### config.mk
export PLATFORM = sky130hd
export DESIGN_NAME = pin_function_mux_sync
export DESIGN_NICKNAME = d
export VERILOG_FILES = /design/src/rtl/pin_mux_pkg.sv /design/src/rtl/pin_route_if.sv /design/src/rtl/pin_function_mux_sync.sv /design/src/rtl/pin_input_sync.sv
export SDC_FILE = /design/constraint.sdc
export NUM_CORES = 1
export LEC_CHECK = 0
export BUFFER_PORTS_ARGS = -buffer_cell sky130_fd_sc_hd__buf_2
export CAP_MARGIN = 20
export CORE_MARGIN = 5
export CORE_UTILIZATION = 40
export DETAILED_ROUTE_END_ITERATION = 10
export PLACE_DENSITY = 0.69
export SLEW_MARGIN = 25
export SYNTH_ARGS = -nofsm -noshare
export SYNTH_HDL_FRONTEND = slang
export SYNTH_SLANG_ARGS = --single-unit
### constraint.sdc
create_clock -name mclk -period 3.9 [get_ports mclk]
set_clock_uncertainty 0.1 [all_clocks]
set_input_delay 0.78 -clock mclk [delete_from_list [all_inputs] [get_ports mclk]]
set_output_delay 0.78 -clock mclk [all_outputs]
set_load 0.01 [all_outputs]
### src/rtl/pin_mux_pkg.sv
// Constants, field layout and helpers of the general pin function logic
package pin_mux_pkg;

	// ----------------------------------------------------------------
	// Register indices (byte address is four times the index)
	// ----------------------------------------------------------------
	localparam logic [9:0]  IDX_DIRECTION = 10'h060;
	localparam logic [9:0]  IDX_FSEL0     = 10'h063;
	localparam logic [9:0]  IDX_ROUTE     = 10'h064;
	localparam logic [9:0]  IDX_LEVEL     = 10'h065;
	localparam logic [9:0]  IDX_INVERT    = 10'h066;
	localparam logic [9:0]  IDX_PHASE     = 10'h06a;
	localparam int          ADDR_W        = 12;
	localparam logic [1:0]  WORD_ALIGNED  = 2'h0;
	localparam logic [7:0]  REG_RESET     = 8'h00;

	// ----------------------------------------------------------------
	// Function select codes of general pin 0
	// ----------------------------------------------------------------
	localparam logic [3:0]  FS_LOW        = 4'h0;
	localparam logic [3:0]  FS_WARN       = 4'h8;
	localparam logic [3:0]  FS_SERIAL_AUDIO_DATA_OUT      = 4'h9;
	localparam logic [3:0]  FS_FAULT      = 4'hb;
	localparam logic [3:0]  FS_DROP       = 4'hc;
	localparam logic [3:0]  FS_CLASSH     = 4'hd;

	// ----------------------------------------------------------------
	// Input routing codes and field positions
	// ----------------------------------------------------------------
	localparam logic [1:0]  RT_NONE       = 2'h0;
	localparam logic [1:0]  RT_PIN1       = 2'h1;
	localparam logic [1:0]  RT_PIN2       = 2'h2;
	localparam logic [1:0]  RT_PIN0       = 2'h3;
	localparam int          RT_MUTE_LSB   = 0;
	localparam int          RT_RESET_LSB  = 2;
	localparam int          RT_SYNC_LSB   = 4;
	localparam int          RT_SPI_LSB    = 6;

	// ----------------------------------------------------------------
	// Ramp phase control fields
	// ----------------------------------------------------------------
	localparam int          PH_EN_BIT     = 0;
	localparam int          PH_SRC_BIT    = 1;
	localparam int          PH_SEL_LSB    = 2;
	localparam logic [7:0]  PH_STEP_DEG   = 8'h2d;
	localparam logic [2:0]  PIN_IDLE      = 3'h7;

	// Register fields hold pin 1 in bit 0, pin 2 in bit 1, pin 0 in bit 2
	function automatic logic [2:0] field_to_pins(logic [2:0] f);
		return {f[1], f[0], f[2]};
	endfunction

	function automatic logic route_pick(logic [1:0] code, logic [2:0] pins, logic idle);
		logic v;
		v = idle;
		unique case (code)
			RT_NONE: v = idle;
			RT_PIN1: v = pins[1];
			RT_PIN2: v = pins[2];
			RT_PIN0: v = pins[0];
		endcase
		return v;
	endfunction

endpackage

### src/rtl/pin_route_if.sv
// Synchronised pin levels passed from the input stage to the pin logic
`timescale 1ns/100ps
interface pin_route_if;
	logic [2:0] pin_level;
	modport src (output pin_level);
	modport dst (input  pin_level);
endinterface

### src/rtl/pin_function_mux_sync.sv
// General pin function mux, input routing and ramp phase sync control
//
// The implementer's own choice: the APB interface to the registers.
`timescale 1ns/100ps
// ----------------------------------------------------------------
// ----------------------------------------------------------------
module pin_function_mux_sync
(
	input  wire logic        mclk,
	input  wire logic        reset,
	input  wire logic        psel,
	input  wire logic        penable,
	input  wire logic        pwrite,
	input  wire logic [11:0] paddr,
	input  wire logic [31:0] pwdata,
	output logic      [31:0] prdata,
	output logic             pready,
	output logic             pslverr,
	input  wire logic        warning_out_n,
	input  wire logic        fault_out_n,
	input  wire logic        serial_audio_data_out,
	input  wire logic        supply_drop_flag,
	input  wire logic        class_h_control,
	input  wire logic        internal_sync,
	input  wire logic [2:0]  pin_in,
	output logic      [2:0]  pin_out,
	output logic      [2:0]  pin_oe,
	output logic             drivers_hiz,
	output logic             switching_stop,
	output logic             pin_reset_req,
	output logic             spi_data_in,
	output logic             ramp_sync_pulse,
	output logic      [1:0]  ramp_phase_sel,
	output logic      [7:0]  ramp_phase_deg
);

	typedef struct packed {
		logic [2:0]  direction;
		logic [3:0]  fsel0;
		logic [7:0]  route;
		logic [2:0]  level;
		logic [2:0]  invert;
		logic [3:0]  phase;
		logic [31:0] rdata;
		logic        ready;
		logic        slverr;
		logic [2:0]  pin_out;
		logic [2:0]  pin_oe;
		logic        halt;
		logic        reset_req;
		logic        spi_data;
		logic        sync_prev;
		logic        sync_pulse;
		logic [7:0]  phase_deg;
	} state_s;

	state_s      r_reg;
	state_s      r_next;
	pin_route_if rt ();

	pin_input_sync u_sync
	(
		.mclk   (mclk),
		.reset  (reset),
		.pin_in (pin_in),
		.bus    (rt)
	);

	// ----------------------------------------------------------------
	// Decode and pin 0 source
	// ----------------------------------------------------------------
	logic [9:0] index;
	logic       mapped;
	logic       access;
	logic       commit;
	logic [7:0] read_val;
	logic       src0;
	logic [2:0] drive;
	logic       sync_src;
	logic [1:0] mute_rt;
	logic [1:0] reset_rt;

	assign index    = paddr[pin_mux_pkg::ADDR_W-1:2];
	assign access   = psel && penable && !r_reg.ready;
	// Writes land only on the edge where the master sees pready high
	assign commit   = psel && penable && r_reg.ready && pwrite && mapped;
	assign mute_rt  = r_reg.route[pin_mux_pkg::RT_MUTE_LSB +: 2];
	assign reset_rt = r_reg.route[pin_mux_pkg::RT_RESET_LSB +: 2];

	always_comb
	begin
		mapped   = paddr[1:0] == pin_mux_pkg::WORD_ALIGNED;
		read_val = pin_mux_pkg::REG_RESET;
		case (index)
			pin_mux_pkg::IDX_DIRECTION: read_val = {5'h00, r_reg.direction};
			pin_mux_pkg::IDX_FSEL0:     read_val = {4'h0, r_reg.fsel0};
			pin_mux_pkg::IDX_ROUTE:     read_val = r_reg.route;
			pin_mux_pkg::IDX_LEVEL:     read_val = {5'h00, r_reg.level};
			pin_mux_pkg::IDX_INVERT:    read_val = {5'h00, r_reg.invert};
			pin_mux_pkg::IDX_PHASE:     read_val = {4'h0, r_reg.phase};
			default:                    mapped   = 1'b0;
		endcase
	end

	always_comb
	begin
		src0 = 1'b0;
		case (r_reg.fsel0)
			pin_mux_pkg::FS_LOW:    src0 = 1'b0;
			pin_mux_pkg::FS_WARN:   src0 = warning_out_n;
			pin_mux_pkg::FS_FAULT:  src0 = fault_out_n;
			pin_mux_pkg::FS_SERIAL_AUDIO_DATA_OUT:  src0 = serial_audio_data_out;
			pin_mux_pkg::FS_DROP:   src0 = supply_drop_flag;
			pin_mux_pkg::FS_CLASSH: src0 = class_h_control;
			default:                src0 = 1'b0;
		endcase
		// Pin 0 has no software-driven code, so its level bit only stores
		drive    = pin_mux_pkg::field_to_pins(r_reg.level);
		drive[0] = src0;
		sync_src = r_reg.phase[pin_mux_pkg::PH_SRC_BIT] ? internal_sync
			: pin_mux_pkg::route_pick(r_reg.route[pin_mux_pkg::RT_SYNC_LSB +: 2],
				rt.pin_level, 1'b0);
	end

	// ----------------------------------------------------------------
	// Next state
	// ----------------------------------------------------------------
	always_comb
	begin
		r_next        = r_reg;
		r_next.ready  = access;
		r_next.slverr = access && !mapped;
		r_next.rdata  = (access && !pwrite && mapped) ? {24'h000000, read_val} : 32'h00000000;
		if (commit)
		begin
			case (index)
				pin_mux_pkg::IDX_DIRECTION: r_next.direction = pwdata[2:0];
				pin_mux_pkg::IDX_FSEL0:     r_next.fsel0     = pwdata[3:0];
				pin_mux_pkg::IDX_ROUTE:     r_next.route     = pwdata[7:0];
				pin_mux_pkg::IDX_LEVEL:     r_next.level     = pwdata[2:0];
				pin_mux_pkg::IDX_INVERT:    r_next.invert    = pwdata[2:0];
				// Changing phase while playing is not guarded here
				pin_mux_pkg::IDX_PHASE:     r_next.phase     = pwdata[3:0];
				default:                    r_next.phase     = r_reg.phase;
			endcase
		end
		r_next.pin_out   = drive ^ pin_mux_pkg::field_to_pins(r_reg.invert);
		r_next.pin_oe    = pin_mux_pkg::field_to_pins(r_reg.direction);
		// Idle value of 1 keeps unrouted active-low inputs inactive
		r_next.halt      = !pin_mux_pkg::route_pick(mute_rt, rt.pin_level, 1'b1);
		r_next.reset_req = (reset_rt != pin_mux_pkg::RT_PIN0)
			&& !pin_mux_pkg::route_pick(reset_rt, rt.pin_level, 1'b1);
		r_next.spi_data  = pin_mux_pkg::route_pick(r_reg.route[pin_mux_pkg::RT_SPI_LSB +: 2],
			rt.pin_level, 1'b0);
		r_next.sync_prev  = sync_src;
		r_next.sync_pulse = r_reg.phase[pin_mux_pkg::PH_EN_BIT]
			&& sync_src && !r_reg.sync_prev;
		r_next.phase_deg  = 8'({6'h00, r_reg.phase[pin_mux_pkg::PH_SEL_LSB +: 2]}
			* pin_mux_pkg::PH_STEP_DEG);
	end

	always_ff @(posedge mclk or posedge reset)
	begin
		if (reset)
			r_reg <= '0;
		else
			r_reg <= r_next;
	end

	// ----------------------------------------------------------------
	// Outputs
	// ----------------------------------------------------------------
	assign prdata          = r_reg.rdata;
	assign pready          = r_reg.ready;
	assign pslverr         = r_reg.slverr;
	assign pin_out         = r_reg.pin_out;
	assign pin_oe          = r_reg.pin_oe;
	assign drivers_hiz     = r_reg.halt;
	assign switching_stop  = r_reg.halt;
	assign pin_reset_req   = r_reg.reset_req;
	assign spi_data_in     = r_reg.spi_data;
	assign ramp_sync_pulse = r_reg.sync_pulse;
	assign ramp_phase_sel  = r_reg.phase[pin_mux_pkg::PH_SEL_LSB +: 2];
	assign ramp_phase_deg  = r_reg.phase_deg;
endmodule

### src/rtl/pin_input_sync.sv
// Two-flop synchronisers for the three general pin inputs
`timescale 1ns/100ps
module pin_input_sync
(
	input  wire logic       mclk,
	input  wire logic       reset,
	input  wire logic [2:0] pin_in,
	pin_route_if.src        bus
);

	typedef struct packed {
		logic [2:0] stage1;
		logic [2:0] stage2;
	} sync_s;

	sync_s sync_reg;
	sync_s sync_next;

	// Pins reset to the idle high level so no mute or reset fires early
	always_comb
	begin
		sync_next = sync_reg;
		for (int i = 0; i < 3; i++)
		begin
			sync_next.stage1[i] = pin_in[i];
			sync_next.stage2[i] = sync_reg.stage1[i];
		end
	end

	always_ff @(posedge mclk or posedge reset)
	begin
		if (reset)
			sync_reg <= {pin_mux_pkg::PIN_IDLE, pin_mux_pkg::PIN_IDLE};
		else
			sync_reg <= sync_next;
	end

	assign bus.pin_level = sync_reg.stage2;

endmodule

Word-level counts from Yosys, hierarchy flattened

Index checks and enable logic that the tools add are counted.

Output and inout port bits: 55
Logic and storage cells: 83
Flip-flop bits (word level): 60

Reduce and logical (&&, ||, !) cells: 29
Mux-type cells: 9
Equality and inequality tests: 24
Bitwise logic cells: 1
$mul: 1

Operators with widths:

| kind                  | count |
|---|---|
| $eq A10 B7 Y1 const B | 6 |
| $pmux W8 S6           | 1 |
| $eq A4 B4 Y1 const B  | 5 |
| $eq A2 B2 Y1 const B  | 8 |
| $pmux W1 S4           | 4 |
| $reduce_and A2 Y1     | 6 |
| $logic_and A1 B1 Y1   | 11 |
| $logic_not A2 Y1      | 5 |
| $eq A2 B1 Y1 const B  | 4 |
| $mul A2 B6 Y8 const B | 1 |
| $mux W8               | 1 |
| $logic_not A1 Y1      | 6 |
| $reduce_or A6 Y1      | 1 |
| $pmux W1 S5           | 1 |
| $xor A3 B3 Y3         | 1 |
| $mux W1               | 2 |
| $ne A2 B2 Y1 const B  | 1 |

Longest topological paths before layout

Gate-level depths: netlist (run 1).

Word-level depth: 5
Mapped depth: 5

Hierarchy

Synthesis (run 1) repeated with hierarchy kept, for this count alone.

Cells, all modules: 236
Area, all modules: 2,830.2 um2

By module, submodules not included:

| module                | cells an instance | area each (um2) | instances |
|---|---|---|---|
| pin_function_mux_sync | 229               | 2,668.8         | 1 |
| pin_input_sync        | 7                 | 161.4           | 1 |

Least setup slack after synthesis (run 1)

OpenSTA, ideal clock, no wires.

Path kind: input to register
Start point: input paddr[11]
End point: register r_reg[53] in the netlist's numbering
Data required time: 3,675 ps
Buffers on the path: 0
Arrival: 1,987 ps
Cell stages on the path: 4
Slack: 1,688 ps
Library setup time: 125 ps
Cell sequence: or4_4 > nor2_8 > nand4_1 > mux2_2

Word-level cells in the longest chain between the ends: 5

RTL lines:

| element                                | line                                                      | text |
|---|---|---|
| start: declaration                     | pin_function_mux_sync.sv:14                               | `input wire logic [11:0] paddr,` |
| $eq A10 B7 Y1 (on tied branches)       | pin_function_mux_sync.sv:94, pin_function_mux_sync.sv:136 |  |
| $reduce_or A6 Y1 (no source line)      | -                                                         |  |
| $mux W1                                | pin_function_mux_sync.sv:94                               | `case (index)` |
| $logic_and A1 B1 Y1                    | pin_function_mux_sync.sv:86                               | `assign commit = psel && penable && r_reg.ready && pwrite && mapped;` |
| $reduce_and A2 Y1 (no source line) (*) | -                                                         |  |
| end signal: assignment                 | pin_function_mux_sync.sv:167                              | `r_reg <= r_next;` |
| end: declaration                       | pin_function_mux_sync.sv:57                               | `state_s r_reg;` |

Every way passes the cells marked *; elsewhere a longest branch is shown, timed or not.
A chain may end at the register's enable or synchronous reset.

Final worst setup path (run 1)

Start point: input paddr[9]
End point: register r_reg[68] in the netlist's numbering

Same word-level chain as after synthesis.

==> flow_summary.ini, run 1 <==
[synthesis]
synth_cell_types = 44
yosys.area_share.simple = 0.113
synth_cells = 231
synth-seq-cells = 58
synth_top_family_by_area = buffers and inverters
synthAdderAreaFrac = 0.0134
synth_warnings = 0
yosysSeqAreaShare = 0.522
netlist_area_sq_um = 2800
synth.avg_cell_area_sq_um = 12.1
yosys-mux-area-fraction = 0.134
synth-compound-area-share = 0.0609
synth-xor-area-share = 0.0125

[worst_hold_path]
hp-start = u_sync.sync_next[1]
hp-class = reg2reg

[final_layout]
antenna_cells = 0
syn2layout_area_growth_pct = 12.6
nets = 339
largest_reg_flops = 17
drive_gt1_frac = 0.420
layout_commonest_cell = buf_2
final_cell_mix = buf_2 (64), dfrtp_1 (52), mux2_2 (27)
utilization = 0.463

[clock_network]
post_cts_buffers = 0
insertion_delay_ns = 0.32
cts_inserted_buffers = 9
cts_resized = 0
hold_buffers = 0
cts_tree = yes
cts_buffer_depth = 2
path_clk_slew_ns = 0.06
cts_root_buffer = clkbuf_8
h-tree-depth = 3
clock-sinks = 58

[critical_path]
worst-setup-path-type = in2reg
crit_path_start = paddr[9]
crit_path_end_kind = register
cp_max_fo = 8
cp.required_ns = 4.00
reg2reg_to = r_reg[68]
r2r-start = pready
start_kind = input pin
cp-endpoint = r_reg[68]
rrSetupSlack_ns = 2.36
cp.arrival_ns = 2.26
r2r_cells = 4

[sta]
period_needed_ns = 2.15
slew_headroom = 0.573
hold_violations = 0
fmax_mhz = 464
drv_slew = 0
worstMarginPinSlew_ns = 0.641
setup_viol_count_final = 0
fin_tns_setup_ns = 0
rsz0062_at_grt = false
min_period_over_period = 0.552

[power]
power.leakage_nw = 1.67
peakVddDrop_uv = 177
powerDensity_nw_per_um2 = 390

[die]
start_util = 0.411
io_pins = 113
coreArea_sq_um = 6790
die_x_microns = 93.6
dieArea_sq_um = 8760
die_y_microns = 93.6
row_count = 30

[run_status]
outcome = finished clean

[detailed_routing]
drc = 0
first_iter_violations = 62
viasPerCell = 4.64
drtAntennaViolNets = 0
drt-pass1-iter-count = 4
wire_per_inst_microns = 14.1
num_vias = 1758
routed_wl_microns = 5330

[global_route]
grt_start_max_net_pins = 54
grt.overflow.total = 0
antenna_found_initial = 0
gr-usage-all-layers = 0.127
grt_pass1_wl_microns = 8360
grt_pass1_vias = 1680

[run]
max_cap_violations = 0

[placement]
portBuffers = 64
place.gp.congestion = 0.865
post-dp-hpwl_microns = 3930
Yosys cell counts (all sizes together):
library cell | count | area (sq um)
nand2 | 7 | 26.3
nor2 | 11 | 60.1
or4b | 1 | 10.0
or4 | 2 | 18.8
dfstp | 6 | 158
clkbuf | 1 | 3.75
nor2b | 3 | 18.8
xor2 | 2 | 17.5
mux2i | 7 | 70.1
nand4 | 4 | 25.0
and3 | 4 | 25.0
o22ai | 1 | 6.26
inv | 5 | 18.8
and2 | 1 | 6.26
nand3 | 7 | 40.0
a22o | 4 | 35.0
nand3b | 1 | 7.51
nor4b | 1 | 8.76
a21oi | 2 | 10.0
nand4bb | 1 | 11.3
ha | 3 | 37.5
o21a | 2 | 15.0
a2111oi | 1 | 15.0
conb | 1 | 3.75
a32oi | 1 | 8.76
nor3 | 2 | 10.0
buf | 51 | 378
and3b | 1 | 8.76
o21ba | 1 | 10.0
mux2 | 27 | 304
dfrtp | 52 | 1300
xnor2 | 2 | 17.5
a22oi | 1 | 7.51
a31oi | 2 | 12.5
o2bb2ai | 2 | 17.5
a211oi | 1 | 7.51
o21ai | 5 | 25.0
nand2b | 2 | 12.5
nand4b | 3 | 26.3
kinds of logic (layout without fill, tap and decap cells):
logic type | Yosys count | after routing
simple gates | 51 | 51
mux | 34 | 34
fa+ha+maj | 3 | 3
xor+xnor | 4 | 4
buf+inv | 57 | 86
compound gates | 23 | 23
flops | 58 | 58
other cells | 1 | 24
per-layer routing:
metal  GRT usage  part of all wire  up-vias
li1            -                 -      827
met1       0.165              0.44      843
met2       0.187              0.45       78
met3      0.0370             0.087       10
met4      0.0722             0.022        0
met5           0                 0        -
stage by stage:
| step | power, mW | std cells | setup slack (ns) | cell area [sq um] | hold WS, ns |
|---|---|---|---|---|---|
| after floorplan | 0.677 | 254 | 1.60 | 2880 | 0.245 |
| after global placement | 0.687 | 363 | 1.45 | 2950 | 0.247 |
| after detailed placement | 0.689 | 363 | 1.41 | 2950 | 0.247 |
| after CTS | 1.25 | 379 | 1.75 | 3150 | 0.256 |
| after global routing | 1.28 | 379 | 1.63 | 3150 | 0.265 |
| final | 1.23 | 379 | 1.75 | 3150 | 0.255 |
cell type report:
type | count | area (sq um)
fill | 622 | 3650
clock inverter | 2 | 35.0
timing repair buffer | 65 | 328
sequential | 58 | 1460
clock buffer | 14 | 163
tap | 96 | 120
inverter | 5 | 21.3
multi-input combinational | 139 | 1020
power breakdown:
group / total, mW / switching, mW / leakage (nW) / internal (mW)
Clock: 0.548 / 0.219 / 0.101 / 0.330
Sequential: 0.611 / 0.00248 / 0.788 / 0.609
Combinational: 0.0667 / 0.0453 / 0.778 / 0.0214
critical path: stages:
cell and delay (ns):
buf_2 0.09, nand4bb_1 0.32, nor2_1 0.41, nand3_2 0.30
mux2_2 0.35
how the worst min path moves through the flow:
stage | endpoint | slack (ns) | depth (start not counted)
after floorplan | u_sync.bus.pin_level[0] | 0.25 | 0
after global placement | u_sync.bus.pin_level[0] | 0.25 | 0
after detailed placement | u_sync.bus.pin_level[1] | 0.25 | 0
after CTS | u_sync.bus.pin_level[1] | 0.26 | 0
after global routing | u_sync.bus.pin_level[0] | 0.26 | 0
final | u_sync.bus.pin_level[1] | 0.25 | 0
Power figures use the tool's default switching activity.
==> run 2: changes to the inputs <==
--- a/config.mk
+++ b/config.mk
@@ -5,12 +5,13 @@
 export SDC_FILE = /design/constraint.sdc
 export NUM_CORES = 1
 export LEC_CHECK = 0
+export ABC_AREA = 1
 export BUFFER_PORTS_ARGS = -buffer_cell sky130_fd_sc_hd__buf_2
 export CAP_MARGIN = 20
 export CORE_MARGIN = 5
 export CORE_UTILIZATION = 40
 export DETAILED_ROUTE_END_ITERATION = 10
-export PLACE_DENSITY = 0.69
+export PLACE_DENSITY = 0.68
 export SLEW_MARGIN = 25
 export SYNTH_ARGS = -nofsm -noshare
 export SYNTH_HDL_FRONTEND = slang
==> constraint.sdc (replaced) <==
create_clock -name mclk -period 2.1 [get_ports mclk]
set_clock_uncertainty 0.1 [all_clocks]
set_input_delay 0.42 -clock mclk [delete_from_list [all_inputs] [get_ports mclk]]
set_output_delay 0.42 -clock mclk [all_outputs]
set_load 0.01 [all_outputs]
==> run 2 against run 1 <==
Highest routed layer unchanged. Clock-buffer cell count fell by 1. Core utilization hardly changed. Total power increased by 85%. First-iteration DRC count increased by 29%. Synthesized area is 6.7% higher. Combinational power rose by 110%. Worst setup slack worse by 1.2 ns. Critical path type unchanged.
==> flow_summary.ini, run 2 <==
[clock_network]
cts_buffer_depth = 2
cts_inserted_buffers = 9
clock-sinks = 58
post_cts_buffers = 0
path_clk_slew_ns = 0.06
cts_root_buffer = clkbuf_8
cts_tree = yes
hold_buffers = 0
insertion_delay_ns = 0.33
cts_resized = 0
h-tree-depth = 3

[critical_path]
r2r-start = pready
cp.arrival_ns = 1.71
start_kind = input pin
r2r_cells = 6
worst-setup-path-type = in2reg
cp.required_ns = 2.22
crit_path_end_kind = register
reg2reg_to = r_reg[65]
cp_max_fo = 4
crit_path_start = paddr[11]
rrSetupSlack_ns = 0.54

[run]
max_cap_violations = 0

[placement]
pre_cts_slack_ns = 0.221
post-dp-hpwl_microns = 4550
place.gp.congestion = 0.938
portBuffers = 64

[detailed_routing]
drt-pass1-iter-count = 4
viasPerCell = 4.42
drc = 0
wire_per_inst_microns = 12.0
drtAntennaViolNets = 0
routed_wl_microns = 5870
num_vias = 2163
first_iter_violations = 80

[sta]
fin_tns_setup_ns = 0
fmax_mhz = 629
min_period_over_period = 0.757
hold_violations = 0
whs_ns = 0.0312
period_needed_ns = 1.59
drv_slew = 0
rsz0062_at_grt = false
worst_slack_ns = 0.510
setup_viol_count_final = 0

[synthesis]
synth_area_leaders = dfrtp_1 (44%), buf_4 (12%), nand2_1 (7.6%), dfstp_2 (5.3%), inv_1 (4.8%)
synth-seq-cells = 58
synthArstFlopShare = 1.00
synthTopCellsByCount = nand2_1 (60), dfrtp_1 (52), buf_4 (49)
synth_cells = 334
synth_ff_type = dfrtp_1
yosysSeqAreaShare = 0.489
netlist_area_sq_um = 2980
synth.most_common_cell = nand2_1
synth_top_area_cell = dfrtp_1
synth_top_area_frac = 0.436
synth_cell_types = 30
synth.avg_cell_area_sq_um = 8.93
synth_warnings = 0
synth_edf_count = 0

[worst_hold_path]
hp-class = in2async

[global_route]
grt_start_max_net_pins = 59
antenna_found_initial = 0
grt_pass1_wl_microns = 9120
grt.overflow.total = 0
grt_pass1_vias = 1983
gr-usage-all-layers = 0.131

[power]
powerDensity_nw_per_um2 = 674
power.leakage_nw = 1.85
peakVddDrop_uv = 306

[die]
die_x_microns = 96.4
coreArea_sq_um = 7250
row_count = 31
dieArea_sq_um = 9280
die_y_microns = 96.4
start_util = 0.411
io_pins = 113

[final_layout]
largest_reg_flops = 17
nets = 446
layout_commonest_cell = buf_2
syn2layout_area_growth_pct = 12.6
drive_gt1_frac = 0.308
antenna_cells = 0
utilization = 0.463
final_cell_mix = buf_2 (64), nand2_1 (60), dfrtp_1 (52)
fill_cells = 720

[run_status]
outcome = finished clean
[run 2: cell types whose count changed after synthesis, moves of 6 or more]
cell,before,now
nand2_1,7,60
inv_1,5,38
mux2_2,27,0
nor2_1,9,27
nand4_1,4,17
a21oi_1,2,10
o21ai_0,5,13
o21ai_2,0,8
mux2i_1,7,0
nand3_1,6,12
[run 2: where the power goes]
group / total, mW / switching, mW / internal, mW
clock network: 0.992 / 0.415 / 0.577
logic: 0.138 / 0.0971 / 0.0407
registers: 1.13 / 0.00417 / 1.13
total: 2.26 / 0.516 / 1.75
[run 2: worst max-delay path by stage]
stage	end	slack, ns	depth (start not counted)
3_3_place_gp	ramp_phase_sel[1]	0.26	11
5_1_grt	r_next[13]	0.40	5
4_1_cts	r_next[13]	0.54	4
6_report	r_reg[53]	0.51	9
2_1_floorplan	drive[1]	0.16	1
3_5_place_dp	ramp_phase_sel[0]	0.22	9
[run 2: metrics by stage]
stage / power (mW) / cell area, sq um / cells
final: 2.26 / 3360 / 489
after global routing: 2.35 / 3360 / 489
after CTS: 2.29 / 3360 / 489
after detailed placement: 1.29 / 3170 / 473
after global placement: 1.29 / 3170 / 473
after floorplan: 1.26 / 3070 / 357
[run 2: cells by family after synthesis]
| family | count (synthesis) | synth area share |
|---|---|---|
| AOI/OAI and AO/OA | 37 | 0.0759 |
| adders and majority gates | 3 | 0.0126 |
| and+or+nand+nor | 137 | 0.226 |
| other | 1 | 0.00126 |
| DFF | 58 | 0.489 |
| xor gates and xnor gates | 3 | 0.00881 |
| buffers and inverters | 95 | 0.186 |
[run 2: layout make-up]
type	instances	area, sq um	share of cell area
flip-flops and latches	58	1460	0.434
multi-input cells	204	1050	0.314
repair buffers	69	370	0.110
inverters	43	161	0.0481
clock buffers	13	149	0.0443
well taps	99	124	0.0369
clock inverters	3	40.0	0.0119
[run 2: critical path, stage by stage]
cell and delay [ns]:
buf_2 0.10, nor2_1 0.21, nand3_1 0.15, nor2_2 0.23, nor2_1 0.07, nand3_1 0.13, nand4_1 0.21, nand2_1 0.13
nand2_1 0.06
[run 2: layer usage]
metal  GRT usage  up-vias  wire length, microns
met5           0        -                     0
met4      0.0736        0                   153
met3      0.0383       11                   509
met2       0.200       86                  2700
met1       0.166      965                  2500
li1            -     1101                     -
==> run 3: changes to the inputs <==
--- a/config.mk
+++ b/config.mk
@@ -11,7 +11,7 @@
 export CORE_MARGIN = 5
 export CORE_UTILIZATION = 40
 export DETAILED_ROUTE_END_ITERATION = 10
-export PLACE_DENSITY = 0.68
+export PLACE_DENSITY = 0.71
 export SLEW_MARGIN = 25
 export SYNTH_ARGS = -nofsm -noshare
 export SYNTH_HDL_FRONTEND = slang
==> constraint.sdc (replaced) <==
create_clock -name mclk -period 1.45 [get_ports mclk]
set_clock_uncertainty 0.1 [all_clocks]
set_input_delay 0.29 -clock mclk [delete_from_list [all_inputs] [get_ports mclk]]
set_output_delay 0.29 -clock mclk [all_outputs]
set_load 0.01 [all_outputs]
==> run 3 against run 2 <==
Sequential power grew 45%. Clock-buffer cell count grew 2. Critical path depth shrank 2. Die area is the same. Worst hold slack gained 0.065 ns. Core utilization grew 3.3 points. Global-route usage grew 0.52 points. Cell count grew 4.1%. Final area grew 7.1%.
==> flow_summary.ini, run 3 (synthesis results as in run 2) <==
[run_status]
outcome = finished clean

[critical_path]
crit_path_start = paddr[6]
start_kind = input pin
rrSetupSlack_ns = 0.1
r2r-start = u_sync.bus.pin_level[1]
reg2reg_to = ramp_sync_pulse
cp_max_fo = 6
cp.arrival_ns = 1.47
worst-setup-path-type = in2reg
cp.required_ns = 1.56
r2r_cells = 6
cp-endpoint = r_next[14]
crit_path_end_kind = register

[final_layout]
final_cell_mix = buf_2 (64), nand2_1 (60), dfrtp_1 (52)
syn2layout_area_growth_pct = 20.6
largest_reg_flops = 17
nets = 466
fill_cells = 687
fin_cells = 509
utilization = 0.496
layout_commonest_cell = buf_2
drive_gt1_frac = 0.339
antenna_cells = 0

[sta]
rsz0062_at_grt = false
hold_violations = 0
fmax_mhz = 738
setup_viol_count_final = 0
min_period_over_period = 0.934
drv_slew = 0
period_needed_ns = 1.35

[detailed_routing]
drc = 0
num_vias = 2298
routed_wl_microns = 6030
viasPerCell = 4.51
first_iter_violations = 111
drtAntennaViolNets = 0
drt-pass1-iter-count = 4
wire_per_inst_microns = 11.8

[global_route]
grt_pass1_wl_microns = 9560
gr-usage-all-layers = 0.136
grt_start_max_net_pins = 23
grt_pass1_vias = 2134
grt_use_met1 = 0.170
grt.overflow.total = 0
grt_busiest_layer = met2
antenna_found_initial = 0
grt_use_met2 = 0.206
grtUsageMet3 = 0.0446

[placement]
placed_cells = 489
place.gp.congestion = 0.917
post-dp-hpwl_microns = 4780
portBuffers = 64

[power]
peakVddDrop_uv = 405
power.leakage_nw = 1.97
powerDensity_nw_per_um2 = 968

[die]
dieArea_sq_um = 9280
die_x_microns = 96.4
coreArea_sq_um = 7250
start_util = 0.411
io_pins = 113
row_count = 31
die_y_microns = 96.4

[clock_network]
cts_inserted_buffers = 9
cts_root_buffer = clkbuf_8
clock-sinks = 58
cts_buffer_depth = 2
insertion_delay_ns = 0.33
cts_tree = yes
path_clk_slew_ns = 0.06
h-tree-depth = 3
post_cts_buffers = 0

[run]
max_cap_violations = 0

[worst_hold_path]
hp-class = in2reg
[run 3: changes by cell type in the layout (fill, tap and decap cells not counted), sizes merged]
cell / delta
dlygate4sd3: +4
clkbuf: +2
buf: +16
clkinv: -2
inv: -1
clkinvlp: +1
[run 3: cell type report]
class	count	area, sq um	share of cell area
Inverter	43	165	0.0459
Clock buffer	15	196	0.0546
Sequential cell	58	1460	0.406
Tap cell	99	124	0.0344
Multi-Input combinational cell	204	1050	0.293
Clock inverter	1	30.0	0.00835
Timing Repair Buffer	89	568	0.158
[run 3: how the worst min path moves through the flow]
stage	from	end	slack [ns]	cells after the start
5_1_grt	pwdata[5]	r_reg[68]	0.08	3
3_5_place_dp	reset	prdata[6]	0.22	2
2_1_floorplan	pin_in[0]	u_sync.sync_next[0]	0.19	0
3_3_place_gp	reset	prdata[7]	0.22	2
4_1_cts	pwdata[6]	r_reg[69]	0.09	3
6_report	pwdata[6]	r_reg[69]	0.1	3
[run 3: per-stage QoR]
stage	setup TNS, ns	setup slack [ns]	power [mW]	hold WS [ns]	area [sq um]
after detailed placement	-5.53	-0.206	1.89	0.223	3330
after floorplan	0	0.0664	1.83	0.194	3070
after CTS	0	0.0572	3.51	0.0854	3600
final	0	0.0955	3.48	0.0965	3600
after global routing	0	0.000328	3.63	0.0834	3600
after global placement	-4.11	-0.159	1.89	0.223	3330
[run 3: where the power goes]
part / internal, mW / total (mW) / switching [mW] / leakage [nW]
Clock: 1.03 / 1.61 / 0.584 / 0.116
Sequential: 1.64 / 1.64 / 0.00645 / 0.788
Combinational: 0.0792 / 0.225 / 0.146 / 1.07
[run 3: repair_timing]
action | CTS | global route
resized for setup | 0 | 1
endpoints found under the setup margin | 0 | 17
hold buffers | 4 | 0
endpoints found under the hold margin | 14 | 0
[run 3: per-layer routing]
layer  vias up  routed length [microns]
met3        24                      473
met5         -                        0
met4         0                      255
li1       1141                        -
met2        84                     2780
met1      1049                     2520
[run 3: critical path, stage by stage]
cell     delay [ns]
buf_2          0.11
nor2_1         0.18
nand2_1        0.10
nor4_1         0.31
nand3_1        0.28
nand2_1        0.11
o21ai_0        0.08
